<file path="src/core/cae_pkg.sv">
// package: register map, field positions and sizes for the alert enable logic
package cae_pkg;
   // =====================================================
   // sizes
   localparam int ADDR_W = 8;
   localparam int DATA_W = 16;
   localparam int NLIM   = 6;
   localparam int NCHG   = 13;
   // =====================================================
   // command codes
   localparam logic [7:0] ADDR_IIN_HI_LIM   = 8'h01;
   localparam logic [7:0] ADDR_IBAT_LO_LIM  = 8'h02;
   localparam logic [7:0] ADDR_DIE_HI_LIM   = 8'h03;
   localparam logic [7:0] ADDR_BSR_HI_LIM   = 8'h04;
   localparam logic [7:0] ADDR_NTC_HI_LIM   = 8'h05;
   localparam logic [7:0] ADDR_NTC_LO_LIM   = 8'h06;
   localparam logic [7:0] ADDR_LIMIT_EN     = 8'h0D;
   localparam logic [7:0] ADDR_CHG_EN       = 8'h0E;
   localparam logic [7:0] ADDR_LIMIT_FLAGS  = 8'h10;
   localparam logic [7:0] ADDR_CHG_FLAGS    = 8'h11;
   // =====================================================
   // limit alert bit positions
   localparam int BIT_NTC_LO   = 0;
   localparam int BIT_NTC_HI   = 1;
   localparam int BIT_BSR_HI   = 2;
   localparam int BIT_DIE_HI   = 3;
   localparam int BIT_IBAT_LO  = 4;
   localparam int BIT_IIN_HI   = 5;
   // charger state bit positions
   localparam int BIT_NTC_PAUSE  = 5;
   localparam int BIT_REG_CHARGE = 6;
   localparam int BIT_SUSPENDED  = 8;
   localparam int BIT_ABSORB     = 9;
   localparam int BIT_DETECT     = 11;
   localparam int BIT_DETECT_FAIL = 12;
   // =====================================================
   // reset values and charger enable mask
   localparam logic [15:0] LIMIT_RESET = 16'h0000;
   localparam logic [12:0] CHG_EN_RESET = 13'h0000;
   localparam logic [12:0] CHG_MASK    = 13'h1B60;
   localparam logic [15:0] READ_ZERO   = 16'h0000;
endpackage

</file>
<file path="src/core/cae_alert_top.sv">
// module: charger alert enable logic with register port and alert output
//
// Operation
// - input current above threshold raises alert
// - battery current below threshold raises alert
// - die temperature above threshold raises alert
// - series resistance above threshold raises alert
// - thermistor reading above high threshold alerts
// - thermistor reading below low threshold alerts
// - charger state enables at 0x0E, reset zero
// - detection failure raises alert when enabled
// - detection entry raises alert when enabled
// - absorb phase start raises alert when enabled
// - charger suspend raises alert when enabled
// - regulated charge onset raises alert when enabled
// - thermal pause raises alert when enabled
// - flags readable, host clears by writing them
// - thresholds held as signed 16-bit values
`timescale 1ns/1ps
module cae_alert_top (
   input  wire logic                     core_clk,
   input  wire logic                     reset_n,
   input  wire logic [cae_pkg::ADDR_W-1:0] reg_addr,
   input  wire logic [cae_pkg::DATA_W-1:0] reg_wdata,
   input  wire logic                     reg_write,
   input  wire logic                     reg_read,
   output logic      [cae_pkg::DATA_W-1:0] reg_rdata,
   input  wire logic signed [15:0]       input_current,
   input  wire logic signed [15:0]       battery_current,
   input  wire logic signed [15:0]       die_temp,
   input  wire logic signed [15:0]       series_resistance,
   input  wire logic signed [15:0]       ntc_reading,
   input  wire logic                     detect_failed_event,
   input  wire logic                     detect_entry_event,
   input  wire logic                     absorb_start_event,
   input  wire logic                     suspended_event,
   input  wire logic                     regulated_charge_phase,
   input  wire logic                     thermal_pause_event,
   output logic                          smb_alert_n
);
   import cae_pkg::*;

   // =====================================================
   // registers
   logic signed [15:0] input_current_high_threshold;
   logic signed [15:0] battery_current_low_threshold;
   logic signed [15:0] junction_hot_threshold;
   logic signed [15:0] series_resistance_high_threshold;
   logic signed [15:0] ntc_high_threshold;
   logic signed [15:0] ntc_low_threshold;
   logic [15:0]        limit_en_reg;
   logic [12:0]        charger_state_notify_enables;
   logic [15:0]        reg_rdata_next;
   logic               alert_reg;

   // =====================================================
   // decode
   wire wr_iin   = reg_write && (reg_addr == ADDR_IIN_HI_LIM);
   wire wr_ibat  = reg_write && (reg_addr == ADDR_IBAT_LO_LIM);
   wire wr_die   = reg_write && (reg_addr == ADDR_DIE_HI_LIM);
   wire wr_bsr   = reg_write && (reg_addr == ADDR_BSR_HI_LIM);
   wire wr_ntchi = reg_write && (reg_addr == ADDR_NTC_HI_LIM);
   wire wr_ntclo = reg_write && (reg_addr == ADDR_NTC_LO_LIM);
   wire wr_lim   = reg_write && (reg_addr == ADDR_LIMIT_EN);
   wire wr_chg   = reg_write && (reg_addr == ADDR_CHG_EN);
   wire wr_lflag = reg_write && (reg_addr == ADDR_LIMIT_FLAGS);
   wire wr_cflag = reg_write && (reg_addr == ADDR_CHG_FLAGS);

   // =====================================================
   // writable registers
   always_ff @(posedge core_clk or negedge reset_n) begin
      if (!reset_n) begin
         input_current_high_threshold     <= LIMIT_RESET;
         battery_current_low_threshold    <= LIMIT_RESET;
         junction_hot_threshold           <= LIMIT_RESET;
         series_resistance_high_threshold <= LIMIT_RESET;
         ntc_high_threshold               <= LIMIT_RESET;
         ntc_low_threshold                <= LIMIT_RESET;
         limit_en_reg                     <= LIMIT_RESET;
         charger_state_notify_enables     <= CHG_EN_RESET;
      end else begin
         if (wr_iin)   input_current_high_threshold     <= reg_wdata;
         if (wr_ibat)  battery_current_low_threshold    <= reg_wdata;
         if (wr_die)   junction_hot_threshold           <= reg_wdata;
         if (wr_bsr)   series_resistance_high_threshold <= reg_wdata;
         if (wr_ntchi) ntc_high_threshold               <= reg_wdata;
         if (wr_ntclo) ntc_low_threshold                <= reg_wdata;
         if (wr_lim)   limit_en_reg                     <= reg_wdata;
         if (wr_chg)   charger_state_notify_enables     <= reg_wdata[NCHG-1:0];
      end
   end

   // =====================================================
   // enable fields
   wire input_current_high_enable     = limit_en_reg[BIT_IIN_HI];
   wire battery_current_low_enable    = limit_en_reg[BIT_IBAT_LO];
   wire junction_hot_enable           = limit_en_reg[BIT_DIE_HI];
   wire series_resistance_high_enable = limit_en_reg[BIT_BSR_HI];
   wire ntc_reading_high_enable       = limit_en_reg[BIT_NTC_HI];
   wire ntc_reading_low_enable        = limit_en_reg[BIT_NTC_LO];
   wire regulated_charge_enable       = charger_state_notify_enables[BIT_REG_CHARGE];

   wire [NLIM-1:0] lim_enable = {input_current_high_enable, battery_current_low_enable,
                                 junction_hot_enable, series_resistance_high_enable,
                                 ntc_reading_high_enable, ntc_reading_low_enable};

   // =====================================================
   // limit comparators and flags
   wire [NLIM-1:0] limit_hit;
   wire [NLIM-1:0] limit_flags;
   wire            limit_any;

   cae_limit_cmp u_cmp (
      .input_current                    (input_current),
      .battery_current                  (battery_current),
      .die_temp                         (die_temp),
      .series_resistance                (series_resistance),
      .ntc_reading                      (ntc_reading),
      .input_current_high_threshold     (input_current_high_threshold),
      .battery_current_low_threshold    (battery_current_low_threshold),
      .junction_hot_threshold           (junction_hot_threshold),
      .series_resistance_high_threshold (series_resistance_high_threshold),
      .ntc_high_threshold               (ntc_high_threshold),
      .ntc_low_threshold                (ntc_low_threshold),
      .limit_hit                        (limit_hit)
   );

   cae_flag_bank #(.N(NLIM)) u_lim_flags (
      .core_clk   (core_clk),
      .reset_n    (reset_n),
      .event_in   (limit_hit),
      .enable     (lim_enable),
      .clear_we   (wr_lflag),
      .clear_bits (reg_wdata[NLIM-1:0]),
      .flag_reg   (limit_flags),
      .any_alert  (limit_any)
   );

   // =====================================================
   // charger state events, synchronised
   logic [NCHG-1:0] chg_meta_reg;
   logic [NCHG-1:0] chg_sync_reg;
   logic [NCHG-1:0] chg_raw;
   always_comb begin
      chg_raw                  = '0;
      chg_raw[BIT_DETECT_FAIL] = detect_failed_event;
      chg_raw[BIT_DETECT]      = detect_entry_event;
      chg_raw[BIT_ABSORB]      = absorb_start_event;
      chg_raw[BIT_SUSPENDED]   = suspended_event;
      chg_raw[BIT_REG_CHARGE]  = regulated_charge_phase;
      chg_raw[BIT_NTC_PAUSE]   = thermal_pause_event;
   end

   always_ff @(posedge core_clk or negedge reset_n) begin
      if (!reset_n) begin
         chg_meta_reg <= '0;
         chg_sync_reg <= '0;
      end else begin
         chg_meta_reg <= chg_raw;
         chg_sync_reg <= chg_meta_reg;
      end
   end

   wire [NCHG-1:0] chg_flags;
   wire            chg_any;
   wire [NCHG-1:0] chg_enable = charger_state_notify_enables & CHG_MASK;

   cae_flag_bank #(.N(NCHG)) u_chg_flags (
      .core_clk   (core_clk),
      .reset_n    (reset_n),
      .event_in   (chg_sync_reg),
      .enable     (chg_enable),
      .clear_we   (wr_cflag),
      .clear_bits (reg_wdata[NCHG-1:0]),
      .flag_reg   (chg_flags),
      .any_alert  (chg_any)
   );

   // =====================================================
   // alert output, active low
   always_ff @(posedge core_clk or negedge reset_n) begin
      if (!reset_n) begin
         alert_reg <= 1'b0;
      end else begin
         alert_reg <= limit_any | chg_any;
      end
   end
   assign smb_alert_n = ~alert_reg;

   // =====================================================
   // read path
   always_comb begin
      case (reg_addr)
         ADDR_IIN_HI_LIM:  reg_rdata_next = input_current_high_threshold;
         ADDR_IBAT_LO_LIM: reg_rdata_next = battery_current_low_threshold;
         ADDR_DIE_HI_LIM:  reg_rdata_next = junction_hot_threshold;
         ADDR_BSR_HI_LIM:  reg_rdata_next = series_resistance_high_threshold;
         ADDR_NTC_HI_LIM:  reg_rdata_next = ntc_high_threshold;
         ADDR_NTC_LO_LIM:  reg_rdata_next = ntc_low_threshold;
         ADDR_LIMIT_EN:    reg_rdata_next = limit_en_reg;
         ADDR_CHG_EN:      reg_rdata_next = {3'b000, charger_state_notify_enables};
         ADDR_LIMIT_FLAGS: reg_rdata_next = {10'b00_0000_0000, limit_flags};
         ADDR_CHG_FLAGS:   reg_rdata_next = {3'b000, chg_flags};
         default:          reg_rdata_next = READ_ZERO;
      endcase
   end

   always_ff @(posedge core_clk or negedge reset_n) begin
      if (!reset_n) begin
         reg_rdata <= READ_ZERO;
      end else if (reg_read) begin
         reg_rdata <= reg_rdata_next;
      end else begin
         reg_rdata <= READ_ZERO;
      end
   end
endmodule // cae_alert_top

</file>
<file path="src/core/cae_flag_bank.sv">
// module: sticky flag bank, set wins over write-one-to-clear
`timescale 1ns/1ps
module cae_flag_bank #(
   parameter int N = 6
) (
   input  wire logic         core_clk,
   input  wire logic         reset_n,
   input  wire logic [N-1:0] event_in,
   input  wire logic [N-1:0] enable,
   input  wire logic         clear_we,
   input  wire logic [N-1:0] clear_bits,
   output logic      [N-1:0] flag_reg,
   output wire logic         any_alert
);
   import cae_pkg::*;
   logic [N-1:0] flag_next;
   // =====================================================
   // per bit set and clear
   genvar i;
   generate
      for (i = 0; i < N; i++) begin : g_flag
         assign flag_next[i] = (enable[i] & event_in[i]) |
                               (flag_reg[i] & ~(clear_we & clear_bits[i]));
      end
   endgenerate
   always_ff @(posedge core_clk or negedge reset_n) begin
      if (!reset_n) begin
         flag_reg <= '0;
      end else begin
         flag_reg <= flag_next;
      end
   end
   assign any_alert = |(flag_reg & enable);
endmodule // cae_flag_bank

</file>
<file path="src/core/cae_limit_cmp.sv">
// module: signed threshold comparators for the six limit alerts
`timescale 1ns/1ps
module cae_limit_cmp (
   input  wire logic signed [15:0] input_current,
   input  wire logic signed [15:0] battery_current,
   input  wire logic signed [15:0] die_temp,
   input  wire logic signed [15:0] series_resistance,
   input  wire logic signed [15:0] ntc_reading,
   input  wire logic signed [15:0] input_current_high_threshold,
   input  wire logic signed [15:0] battery_current_low_threshold,
   input  wire logic signed [15:0] junction_hot_threshold,
   input  wire logic signed [15:0] series_resistance_high_threshold,
   input  wire logic signed [15:0] ntc_high_threshold,
   input  wire logic signed [15:0] ntc_low_threshold,
   output wire logic [5:0]         limit_hit
);
   import cae_pkg::*;
   // =====================================================
   // comparisons
   assign limit_hit[BIT_IIN_HI]  = input_current > input_current_high_threshold;
   assign limit_hit[BIT_IBAT_LO] = battery_current < battery_current_low_threshold;
   assign limit_hit[BIT_DIE_HI]  = die_temp > junction_hot_threshold;
   assign limit_hit[BIT_BSR_HI]  = series_resistance > series_resistance_high_threshold;
   assign limit_hit[BIT_NTC_HI]  = ntc_reading > ntc_high_threshold;
   assign limit_hit[BIT_NTC_LO]  = ntc_reading < ntc_low_threshold;
endmodule // cae_limit_cmp

</file>
<file path="config.mk">
export PLATFORM = sky130hd
export DESIGN_NAME = cae_alert_top
export DESIGN_NICKNAME = d
export VERILOG_FILES = /design/src/core/cae_pkg.sv /design/src/core/cae_alert_top.sv /design/src/core/cae_flag_bank.sv /design/src/core/cae_limit_cmp.sv
export SDC_FILE = /design/constraint.sdc
export NUM_CORES = 1
export LEC_CHECK = 0
export BUFFER_PORTS_ARGS = -buffer_cell sky130_fd_sc_hd__buf_2
export CORE_AREA = 2 2 176 178
export DETAILED_ROUTE_END_ITERATION = 8
export DIE_AREA = 0 0 178 180
export PLACE_DENSITY_LB_ADDON = 0.1
export SYNTH_ARGS = -nofsm -noshare
export SYNTH_HDL_FRONTEND = slang
export SYNTH_HIERARCHICAL = 1
export SYNTH_SLANG_ARGS = --single-unit
</file>
<file path="constraint.sdc">
create_clock -name core_clk -period 2.1 [get_ports core_clk]
set_clock_uncertainty 0.05 [all_clocks]
set_input_delay 0.21 -clock core_clk [delete_from_list [all_inputs] [get_ports core_clk]]
set_output_delay 0.21 -clock core_clk [all_outputs]
set_load 0.1 [all_outputs]
</file>
After elaboration in Yosys (flattened, before gate mapping) --
Cells that the tools add are included.
Word-level totals: bits in registers 173, output and inout bits 17, word-level logic and storage cells 129
Cells by class: order comparisons 6, eq/ne operators 10, muxes and demuxes 2, bitwise gates (word level) 85, reductions and logical operators 12
Operator list (number):
- one-hot mux 16 bit (10 select lines) | 1
- > comparator 16 bit | 4
- AND 1 bit | 50
- less-than comparator 16 bit | 2
- == test 8 x 3 -> 1 bit, second input constant | 3
- NOT 1 bit | 20
- == test 8 x 2 -> 1 bit, second input constant | 2
- == test 8 x 4 -> 1 bit, second input constant | 2
- == test 8 x 5 -> 1 bit, second input constant | 2
- two-way mux 16 bit | 1
- AND 13 bit | 1
- bitwise OR 1 bit | 13
- OR reduction 13 bit | 1
- logical AND 1 bit | 10
- == test 8 x 1 -> 1 bit, second input constant | 1
- AND 6 bit | 1
- OR reduction 6 bit | 1

Longest topological paths before layout --
Gate-level depths: netlist (run 1).
word-level depth 6, gate-level depth with buffers 8, depth with buffers taken out 8

Modules after synthesis --
Netlist (run 1), hierarchy kept.
Modules (own cells, without submodules):
- cae_alert_top | times used 1, cells an instance 516, area each 7194.4 um^2, seq. area each 3853.7 um^2
- cae_limit_cmp | times used 1, cells an instance 336, area each 2409.8 um^2, seq. area each 0.0 um^2
- cae_flag_bank (u_chg_flags) | times used 1, cells an instance 48, area each 555.5 um^2, seq. area each 325.3 um^2
- cae_flag_bank (u_lim_flags) | times used 1, cells an instance 22, area each 252.7 um^2, seq. area each 150.1 um^2

Worst setup path before layout (run 1) --
Ideal clock, no wire load.
kind input to register, start point input port reg_addr[5] (netlist name), end point register input_current_high_threshold[10], arrival time 1829 ps, data required time 1925 ps, path slack 96 ps, stages on the path 6, cells stage by stage or4_4 buf_6 buf_8 nor3_4 buf_8 mux2_4
On the way: word-level cells in the longest chain between the ends 2
Ends and longest elaborated chain:
- from (decl) | RTL line cae_alert_top.sv:23 | input wire logic [cae_pkg::ADDR_W-1:0] reg_addr,
- == test 8 x 1 -> 1 bit | RTL line cae_alert_top.sv:58 | wire wr_iin = reg_write && (reg_addr == ADDR_IIN_HI_LIM);
- logical AND 1 bit | RTL line cae_alert_top.sv:58
- to (signal assigned) | RTL line cae_alert_top.sv:82 | if (wr_iin) input_current_high_threshold <= reg_wdata;
- to (decl) | RTL line cae_alert_top.sv:45 | logic signed [15:0] input_current_high_threshold;
Every way passes these cells. A chain may end at the register's enable or synchronous reset.

Final worst setup path (run 1) --
start point register junction_hot_threshold[15], end point register u_lim_flags.flag_reg[3]
On the way: word-level cells in the longest chain between the ends 3
Ends and longest elaborated chain:
- from (decl) | RTL line cae_alert_top.sv:47 | logic signed [15:0] junction_hot_threshold;
- from (signal assigned) | RTL line cae_alert_top.sv:84 | if (wr_die) junction_hot_threshold <= reg_wdata;
- > comparator 16 bit | RTL line cae_limit_cmp.sv:22 | assign limit_hit[BIT_DIE_HI] = die_temp > junction_hot_threshold;
- via limit_hit[3] | RTL line cae_alert_top.sv:109 | wire [NLIM-1:0] limit_hit;
- AND 1 bit | RTL line cae_flag_bank.sv:22 | assign flag_next[i] = (enable[i] & event_in[i]) |
- bitwise OR 1 bit | RTL line cae_flag_bank.sv:22
- via u_lim_flags.flag_next[3] | RTL line cae_flag_bank.sv:16 | logic [N-1:0] flag_next;
- to (signal assigned) | RTL line cae_flag_bank.sv:30 | flag_reg <= flag_next;
- to (decl) | RTL line cae_flag_bank.sv:12 | output logic [N-1:0] flag_reg,
The timed path passes the listed nets, and every way through them passes these cells.

==> results of run 1 <==
-- placed cells by master, fill, tap and decap left out, types with 5 or more instances in the layout --
cell,instances
conb_1,21
a21o_1,11
o21ai_0,17
nor2b_1,8
ha_1,86
buf_12,7
a211oi_1,10
clkbuf_16,17
a32oi_1,7
dlygate4sd3_1,7
mux2_4,30
mux2_2,106
nand3b_1,10
a21oi_1,39
dfrtp_1,171
a32o_1,10
and3_4,5
nand4_1,10
nor3_4,6
nor4_1,5
a22o_1,24
nand2_1,36
buf_4,139
a221oi_1,5
buf_2,129
ha_4,7
mux2i_1,26
a22oi_1,19
nor2_1,20
nand2b_1,11
inv_1,100
a311oi_1,7
nand3_1,9
-- layer usage --
layer / track usage (%) / part of all wire (%) / up-vias / wire [um]
li1: - / - / 3951 / -
met1: 31.8 / 47 / 4124 / 16700
met2: 35.8 / 47 / 224 / 16700
met3: 3.28 / 4.0 / 39 / 1420
met4: 6.52 / 2.5 / 0 / 907
met5: 0 / 0 / - / 0
-- logic make-up (layout without fill, tap and decap cells) --
| family | count (synthesis) | after routing | share of synthesized area [%] |
|---|---|---|---|
| other cells | 1 | 21 | 0.0360 |
| simple gates | 164 | 164 | 9.70 |
| flops | 173 | 173 | 41.6 |
| fa+ha+maj | 94 | 94 | 11.3 |
| mux | 162 | 162 | 18.3 |
| buf+inv | 138 | 418 | 5.80 |
| compound gates | 190 | 190 | 13.3 |
-- power breakdown --
part	switching, mW	internal [mW]	leakage [nW]
combinational	0.769	0.710	3.93
sequential	0.199	3.55	2.30
clock	1.46	2.01	0.303
total	2.43	6.27	6.52
-- final timing paths --
check                                                      end                        from  slack, ps  cells after the start
setup / recovery                       u_lim_flags/flag_reg[3]  junction_hot_threshold[15]         70                      9
hold / removal                        u_chg_flags/flag_reg[11]               reg_wdata[11]        150                      3
max in group asynchronous      input_current_high_threshold[0]                     reset_n       1060                      3
hold reg to reg                               chg_sync_reg[12]            chg_meta_reg[12]        300                      0
min in group asynchronous  series_resistance_high_threshold[0]                     reset_n        260                      3
setup reg to reg                       u_lim_flags/flag_reg[3]  junction_hot_threshold[15]         70                      9
-- critical path, cell delays in order (launching register included) --
cell and delay [ps]:
dfrtp_1 380, inv_1 80, ha_2 380, nand2b_1 80, a221oi_2 180, o21ai_1 140
a21oi_1 180, a211oi_2 100, buf_4 150, a22o_1 190
-- per-stage QoR --
stage | total power [mW] | hold slack [ps] | TNS (ps) | instances
after floorplan | 4.42 | -136 | 0 | 942
after global placement | 5.16 | 168 | -2510 | 1574
after detailed placement | 5.18 | 161 | -2280 | 1574
after CTS | 8.67 | 145 | 0 | 1613
after global routing | 9.06 | 152 | -80.3 | 1618
final | 8.70 | 152 | 0 | 1618
-- repair_timing --
action,CTS,global route
gates cloned,0,0
endpoints found under the setup margin,4,6
hold endpoints to repair,179,0
resized for setup,12,53
hold buffers,7,0
buffers inserted,1,6
pin swaps,2,18
-- layout make-up --
cell class	count	area, um^2	area share [%]
multi-input cells	631	5910	43.2
flip-flops and latches	173	4330	31.7
repair buffers	283	1910	14.0
well taps	396	495	3.62
clock buffers	17	425	3.11
inverters	104	390	2.85
clock inverters	14	208	1.52
==> impl_metrics.csv, run 1 <==
group,metric,value,unit
synth,yosysSeqAreaShare,41.6,%
cells_and_area,nNetsFinal,1418,
global_route,grt_usage,22.6,%
global_route,antenna_found_initial,0,
clocking,cts-root-buf,"clkbuf_16",
cells_and_area,final_core_util,45.3,%
clocking,cts_inserted_buffers,17,
global_route,overflow,0,
placed_design,place_congestion,0.922,
synth,synth.area.top_cells,"dfrtp_1 (42%), mux2_2 (11%), ha_1 (11%)",
global_route,grt_first_pass_wirelength,52400,um
power,power_density,636,nW/um^2
clocking,clk_latency,440,ps
synth,syn_avg_cell_area,11.3,um^2
critical_path,path_class,"reg -> reg",
placed_design,place_ws,-166,ps
floorplanning,die-area,32000,um^2
critical_path,worstSetupEndpointType,"flop",
hold_path,hp-class,"in -> reg",
timing,worstMarginPinSlew,944,ps
cells_and_area,syn_to_final_growth,31.3,%
cells_and_area,num-fill-cells,2856,
floorplanning,fp.dieW,178,um
synth,synth_edf_count,0,
routing,routed_wirelength,35700,um
timing,drv_slew,0,
routing,via_per_inst,5.15,
synth,yosys_warnings,6,
placed_design,dpl_cell_area,12600,um^2
placed_design,post-dp-hpwl,27700,um
synth,ys_types,66,
synth,synth_area_leader_cell,"dfrtp_1",
floorplanning,die_y,180,um
routing,remaining_drc_errors,0,
floorplanning,ioPinCount,131,
placed_design,place.port_buffers,130,
clocking,path_clk_slew,70,ps
cells_and_area,layout-drive-gt1-share,42.1,%
synth,yosysMostFrequentCell,"dfrtp_1",
synth,syn-cell-area,10400,um^2
routing,num_vias,8338,
status,status,"finished, final reports clean",
clocking,h-tree-depth,4,
synth,synth_ff_type,"dfrtp_1",
clocking,clockBufferDepth,2,
timing,fin_ws,65.2,ps
timing,hold_viol,0,
cells_and_area,fin_area,13700,um^2
global_route,grt_pass1_vias,8331,
floorplanning,initial_core_util,34.5,%
timing,period_needed,2030,ps
synth,syn-instance-count,922,
synth,synth_top_cell_area_share,41.6,%
timing,rsz0062_at_grt,"yes",
timing,max_freq,0.491,GHz
critical_path,critical_path_required,2380,ps
power,vdd_ir_drop_max,0.000550,V
timing,setup_viol,0,
cells_and_area,antenna_cells,0,
routing,antenna_left,0,
timing,maxSlewHeadroom,37.1,%
synth,ys_seq_elements,173,
synth,async_flop_share,100,%
critical_path,crit_fanout,3,
floorplanning,coreArea,30200,um^2
routing,drtIter0Drc,603,
clocking,cts_sinks,173,
routing,firstDrtPassIters,5,
flow_run,drv_cap,0,
clocking,cts_tree,"done",
timing,final.period_utilization,96.9,%
critical_path,cp-start-kind,"flop",
power,power_leakage,6.52,nW
synth,ys_top_cells_by_count,"dfrtp_1 (173), mux2_2 (106), inv_1 (104)",
routing,wl_per_cell,22.1,um
global_route,grt_max_degree,73,
critical_path,crit_arrival,2310,ps
floorplanning,rows,64,
Power figures use the tool's default switching activity.
==> inputs of run 2 (changes only) <==
Settings changed: CORE_AREA 2 2 176 178 to 2 2 165 167, DIE_AREA 0 0 178 180 to 0 0 167 169.
==> run 2 against run 1 <==
Setup slack lost 25 ps. Clock power is 8.9% lower. Total power is 4.4% lower. Fmax fell by 1.2%. Utilization increased by 5.0 points. Global-route usage up 1.9 points. Critical endpoint unchanged. Largest cell class unchanged. Largest power group unchanged.
==> impl_metrics.csv, run 2 (synthesis results as in run 1) <==
group,metric,value,unit
hold_path,min_to,"u_chg_flags/flag_reg[11]",
clocking,clockBufferDepth,2,
routing,wl_per_cell,21.9,um
clocking,clk_latency,440,ps
critical_path,r2r_cells,9,
clocking,cts_tree,"done",
routing,firstDrtPassIters,5,
timing,hold_viol,0,
cells_and_area,final_core_util,50.3,%
timing,final.period_utilization,98.1,%
cells_and_area,nNetsFinal,1401,
clocking,h-tree-depth,4,
critical_path,worstSetupEndpointType,"flop",
cells_and_area,multi_input_area,5820,um^2
clocking,cts-root-buf,"clkbuf_16",
routing,num_vias,8319,
cells_and_area,num-fill-cells,2458,
power,power_leakage,6.39,nW
routing,via_per_inst,5.37,
floorplanning,die-area,28200,um^2
floorplanning,die_y,169,um
critical_path,crit_fanout,3,
cells_and_area,final_common_cell,"dfrtp_1",
routing,remaining_drc_errors,0,
critical_path,regToRegStartpoint,"junction_hot_threshold[14]",
floorplanning,initial_core_util,39.3,%
power,power_density,624,nW/um^2
critical_path,rrSetupSlack,40,ps
global_route,grt_first_pass_wirelength,51500,um
hold_path,worstHoldPathCells,3,
timing,max_freq,0.485,GHz
cells_and_area,layout-drive-gt1-share,40.5,%
global_route,grt_max_degree,60,
timing,timing.setup.tns,0,ps
timing,setup_viol,0,
critical_path,crit_arrival,2330,ps
cells_and_area,seq_area,4330,um^2
floorplanning,ioPinCount,131,
timing,fin_ws,39.9,ps
clocking,path_clk_slew,70,ps
flow_run,drv_cap,0,
global_route,grt_usage,24.5,%
cells_and_area,mostFrequentLayoutCells,"dfrtp_1 (173), buf_2 (129), buf_4 (122)",
timing,period_needed,2060,ps
critical_path,path_class,"reg -> reg",
placed_design,place.port_buffers,130,
placed_design,place_congestion,0.859,
clocking,cts_inserted_buffers,17,
floorplanning,fp.dieW,167,um
global_route,overflow,0,
placed_design,post-dp-hpwl,26200,um
critical_path,r2r_end,"u_lim_flags/flag_reg[3]",
timing,rsz0062_at_grt,"yes",
routing,drtIter0Drc,462,
timing,worstMarginPinSlew,905,ps
timing,drv_slew,0,
cells_and_area,syn_to_final_growth,28.1,%
floorplanning,rows,60,
status,status,"finished, final reports clean",
hold_path,holdCritStartpoint,"reg_wdata[11]",
placed_design,dp.cells,1507,
clocking,cts_sinks,173,
floorplanning,coreArea,26500,um^2
power,vdd_ir_drop_max,0.000347,V
placed_design,place_ws,-252,ps
routing,routed_wirelength,33900,um
global_route,antenna_found_initial,2,
critical_path,critical_path_required,2370,ps
critical_path,cp-start-kind,"flop",
routing,antenna_left,0,
cells_and_area,final_cells,1549,
hold_path,hp-class,"in -> reg",
timing,whs,153,ps
timing,maxSlewHeadroom,39.7,%
global_route,grt_pass1_vias,8536,
run 2: cell count changes in the layout (fill, tap and decap cells not counted), sizes merged:
cell	before	now
bufinv	4	1
clkinvlp	2	4
clkbuf	17	22
inv	109	107
clkinv	3	2
diode	0	2
buf	276	259
run 2: final cells by class:
| cell class | count | area share [%] |
|---|---|---|
| Tap cell | 341 | 3.20 |
| Inverter | 104 | 2.93 |
| Clock inverter | 10 | 0.779 |
| Multi-Input combinational cell | 631 | 43.7 |
| Timing Repair Buffer | 266 | 13.4 |
| Sequential cell | 173 | 32.5 |
| Clock buffer | 22 | 3.56 |
| Antenna cell | 2 | 0.0375 |
run 2: worst max-delay path: stages, from the launching register on:
cell and delay, ps:
dfrtp_1 370, inv_1 50, ha_1 300, and3_4 200, nand3_2 110, buf_4 170
nor4_4 280, a211oi_2 60, buf_4 150, a22o_1 200
run 2: power breakdown:
part / internal (mW) / switching, mW / leakage [nW]
registers: 3.55 / 0.212 / 2.30
logic: 0.670 / 0.723 / 3.82
clock network: 1.75 / 1.42 / 0.270
run 2: repair_timing:
item	in CTS	in global routing
pin swaps	1	14
endpoints found under the hold margin	48	0
hold buffers	7	0
resized for setup	0	48
setup buffers	0	1
endpoints found under the setup margin	1	6
run 2: worst max path at each step:
stage                                     startpoint                               end  slack [ps]  depth (start not counted)
final                     junction_hot_threshold[14]           u_lim_flags/flag_reg[3]          40                          9
after detailed placement                 reg_addr[5]           u_lim_flags/flag_reg[4]        -250                          6
after floorplan                          reg_addr[5]  input_current_high_threshold[10]         100                          6
after global routing      junction_hot_threshold[14]           u_lim_flags/flag_reg[3]         -50                          9
after CTS                 junction_hot_threshold[13]           u_lim_flags/flag_reg[3]           2                          9
after global placement                   reg_addr[5]           u_lim_flags/flag_reg[4]        -220                          6
run 2: per-stage QoR:
stage	total power, mW	cell area [um^2]
floorplan	4.42	10500
global placement	5.12	12400
detailed placement	5.14	12400
CTS	8.31	13100
global route	8.69	13300
finish	8.32	13300
run 2: per-layer routing:
metal | up-vias | part of all wire, % | GRT usage (%)
met5 | - | 0 | 0
met4 | 0 | 2.1 | 7.23
met3 | 42 | 5.2 | 4.21
met2 | 245 | 47 | 39.5
met1 | 4107 | 46 | 33.8
li1 | 3925 | - | -
==> inputs of run 3 (changes only) <==
Settings changed: CTS_BUF_LIST set to sky130_fd_sc_hd__clkbuf_16.
==> run 3 against run 2 <==
Fmax about the same. Final cell count unchanged. Routed wire length about the same. Largest cell class unchanged. Global-route usage about the same. Highest routed layer unchanged. Clock power down 4%. Sequential share of layout area about the same. Count of clock-buffer cells in the layout down 5. Worst hold slack better by 6.9 ps. Utilization down 0.066 points. Total power down 1.6%.
==> impl_metrics.csv, run 3 (synthesis results as in run 1) <==
group,metric,value,unit
status,status,"finished, final reports clean",
power,power,8.19,mW
floorplanning,rows,60,
clocking,h-tree-depth,4,
floorplanning,die_y,169,um
floorplanning,ioPinCount,131,
timing,worstMarginPinSlew,923,ps
power,p_sw,2.34,mW
routing,routed_wirelength,33900,um
timing,rsz0062_at_grt,"yes",
placed_design,place.port_buffers,130,
cells_and_area,final_cells,1549,
cells_and_area,multi_input_area,5840,um^2
cells_and_area,syn_to_final_growth,27.9,%
placed_design,dp.cells,1507,
floorplanning,fp.dieW,167,um
routing,antenna_left,0,
hold_path,hp-class,"in -> reg",
clocking,cts_sinks,173,
floorplanning,die-area,28200,um^2
routing,num_vias,8296,
global_route,overflow,0,
power,power.share.switching,28.6,%
timing,setup_viol,0,
cells_and_area,nNetsFinal,1401,
power,power_leakage,6.38,nW
timing,final.period_utilization,98.1,%
timing,drv_slew,0,
placed_design,place_ws,-252,ps
cells_and_area,seq_area,4330,um^2
critical_path,path_class,"reg -> reg",
power,vdd_ir_drop_max,0.000345,V
placed_design,post-dp-hpwl,26200,um
global_route,grt_first_pass_wirelength,51500,um
global_route,grt_usage,24.5,%
timing,timing.setup.tns,0,ps
cells_and_area,final_common_cell,"dfrtp_1",
power,power_density,615,nW/um^2
power,p_int,5.85,mW
routing,wl_per_cell,21.9,um
flow_run,drv_cap,0,
critical_path,critical_path_required,2360,ps
clocking,cts_inserted_buffers,17,
routing,remaining_drc_errors,0,
power,p_seq_share,45.9,%
critical_path,cp-start-kind,"flop",
global_route,grt_max_degree,60,
clocking,cts-root-buf,"clkbuf_16",
floorplanning,initial_core_util,39.3,%
routing,drtIter0Drc,469,
clocking,cts_tree,"done",
critical_path,crit_arrival,2320,ps
global_route,grt_pass1_vias,8522,
clocking,path_clk_slew,70,ps
cells_and_area,mostFrequentLayoutCells,"dfrtp_1 (173), buf_2 (129), buf_4 (122)",
power,clock_power_share,37.0,%
cells_and_area,num-fill-cells,2457,
timing,max_freq,0.485,GHz
timing,period_needed,2060,ps
routing,firstDrtPassIters,5,
timing,maxSlewHeadroom,38.5,%
clocking,clockBufferDepth,2,
timing,hold_viol,0,
global_route,antenna_found_initial,2,
cells_and_area,layout-drive-gt1-share,40.4,%
cells_and_area,final_core_util,50.3,%
critical_path,crit_fanout,3,
critical_path,worstSetupEndpointType,"flop",
floorplanning,coreArea,26500,um^2
placed_design,place_congestion,0.859,
timing,fin_ws,40.0,ps
power,combPwrFrac,17.1,%
clocking,clk_latency,430,ps
routing,via_per_inst,5.36,
-- run 3: changes by cell type in the layout (fill, tap and decap cells not counted), sizes merged --
cell	previous run	this run
clkbuf	22	17
clkinv	2	5
inv	107	109
-- run 3: path summary, 6_finish.rpt --
check	cells after the start	start	endpoint	slack (ps)
min in group asynchronous	2	reset_n	series_resistance_high_threshold[6]	260
max reg2reg	9	junction_hot_threshold[14]	u_lim_flags/flag_reg[3]	40
min reg2reg	0	chg_meta_reg[8]	chg_sync_reg[8]	300
max	9	junction_hot_threshold[14]	u_lim_flags/flag_reg[3]	40
min	3	reg_wdata[11]	u_chg_flags/flag_reg[11]	160
max in group asynchronous	3	reset_n	u_chg_flags/flag_reg[7]	1030
-- run 3: area by class of cell --
class,count,share of cell area [%]
antenna,2,0.0376
clock buffer,17,3.19
clock inverter,15,0.921
inverter,104,2.93
multi-input combinational,631,43.8
sequential,173,32.5
tap,341,3.20
timing repair buffer,266,13.4
-- run 3: metrics by stage --
step | cell area [um^2] | hold WS [ps]
after floorplan | 10500 | -136
after global placement | 12400 | 147
after detailed placement | 12400 | 146
after CTS | 13000 | 148
after global routing | 13300 | 151
final | 13300 | 160
-- run 3: critical path, stage by stage (launching register included) --
cell and delay [ps]:
dfrtp_1 360, inv_1 50, ha_1 300, and3_4 200, nand3_2 110, buf_4 170
nor4_4 280, a211oi_2 60, buf_4 150, a22o_1 200
-- run 3: routing by layer --
metal	share of wire, %	wire (um)	global-route usage (%)	up-vias
met4	1.9	649	7.08	0
li1	-	-	-	3923
met5	0	0	0	-
met1	47	15900	33.8	4137
met3	4.2	1430	4.14	32
met2	47	15900	39.6	204
-- run 3: timing repair --
item | CTS | global route
hold buffers | 7 | 0
gates resized for setup | 0 | 49
buffers inserted | 0 | 1
endpoints found under the setup margin | 1 | 6
pin swaps | 1 | 14
hold endpoints to repair | 48 | 0
-- run 3: power groups by stage --
stage / combinational, mW / sequential [mW] / clock [mW]
CTS: 1.34 / 3.76 / 3.09
detailed placement: 1.32 / 3.82 / 0
global route: 1.56 / 3.79 / 3.23
finish: 1.40 / 3.76 / 3.03
floorplan: 0.695 / 3.73 / 0
global placement: 1.30 / 3.82 / 0
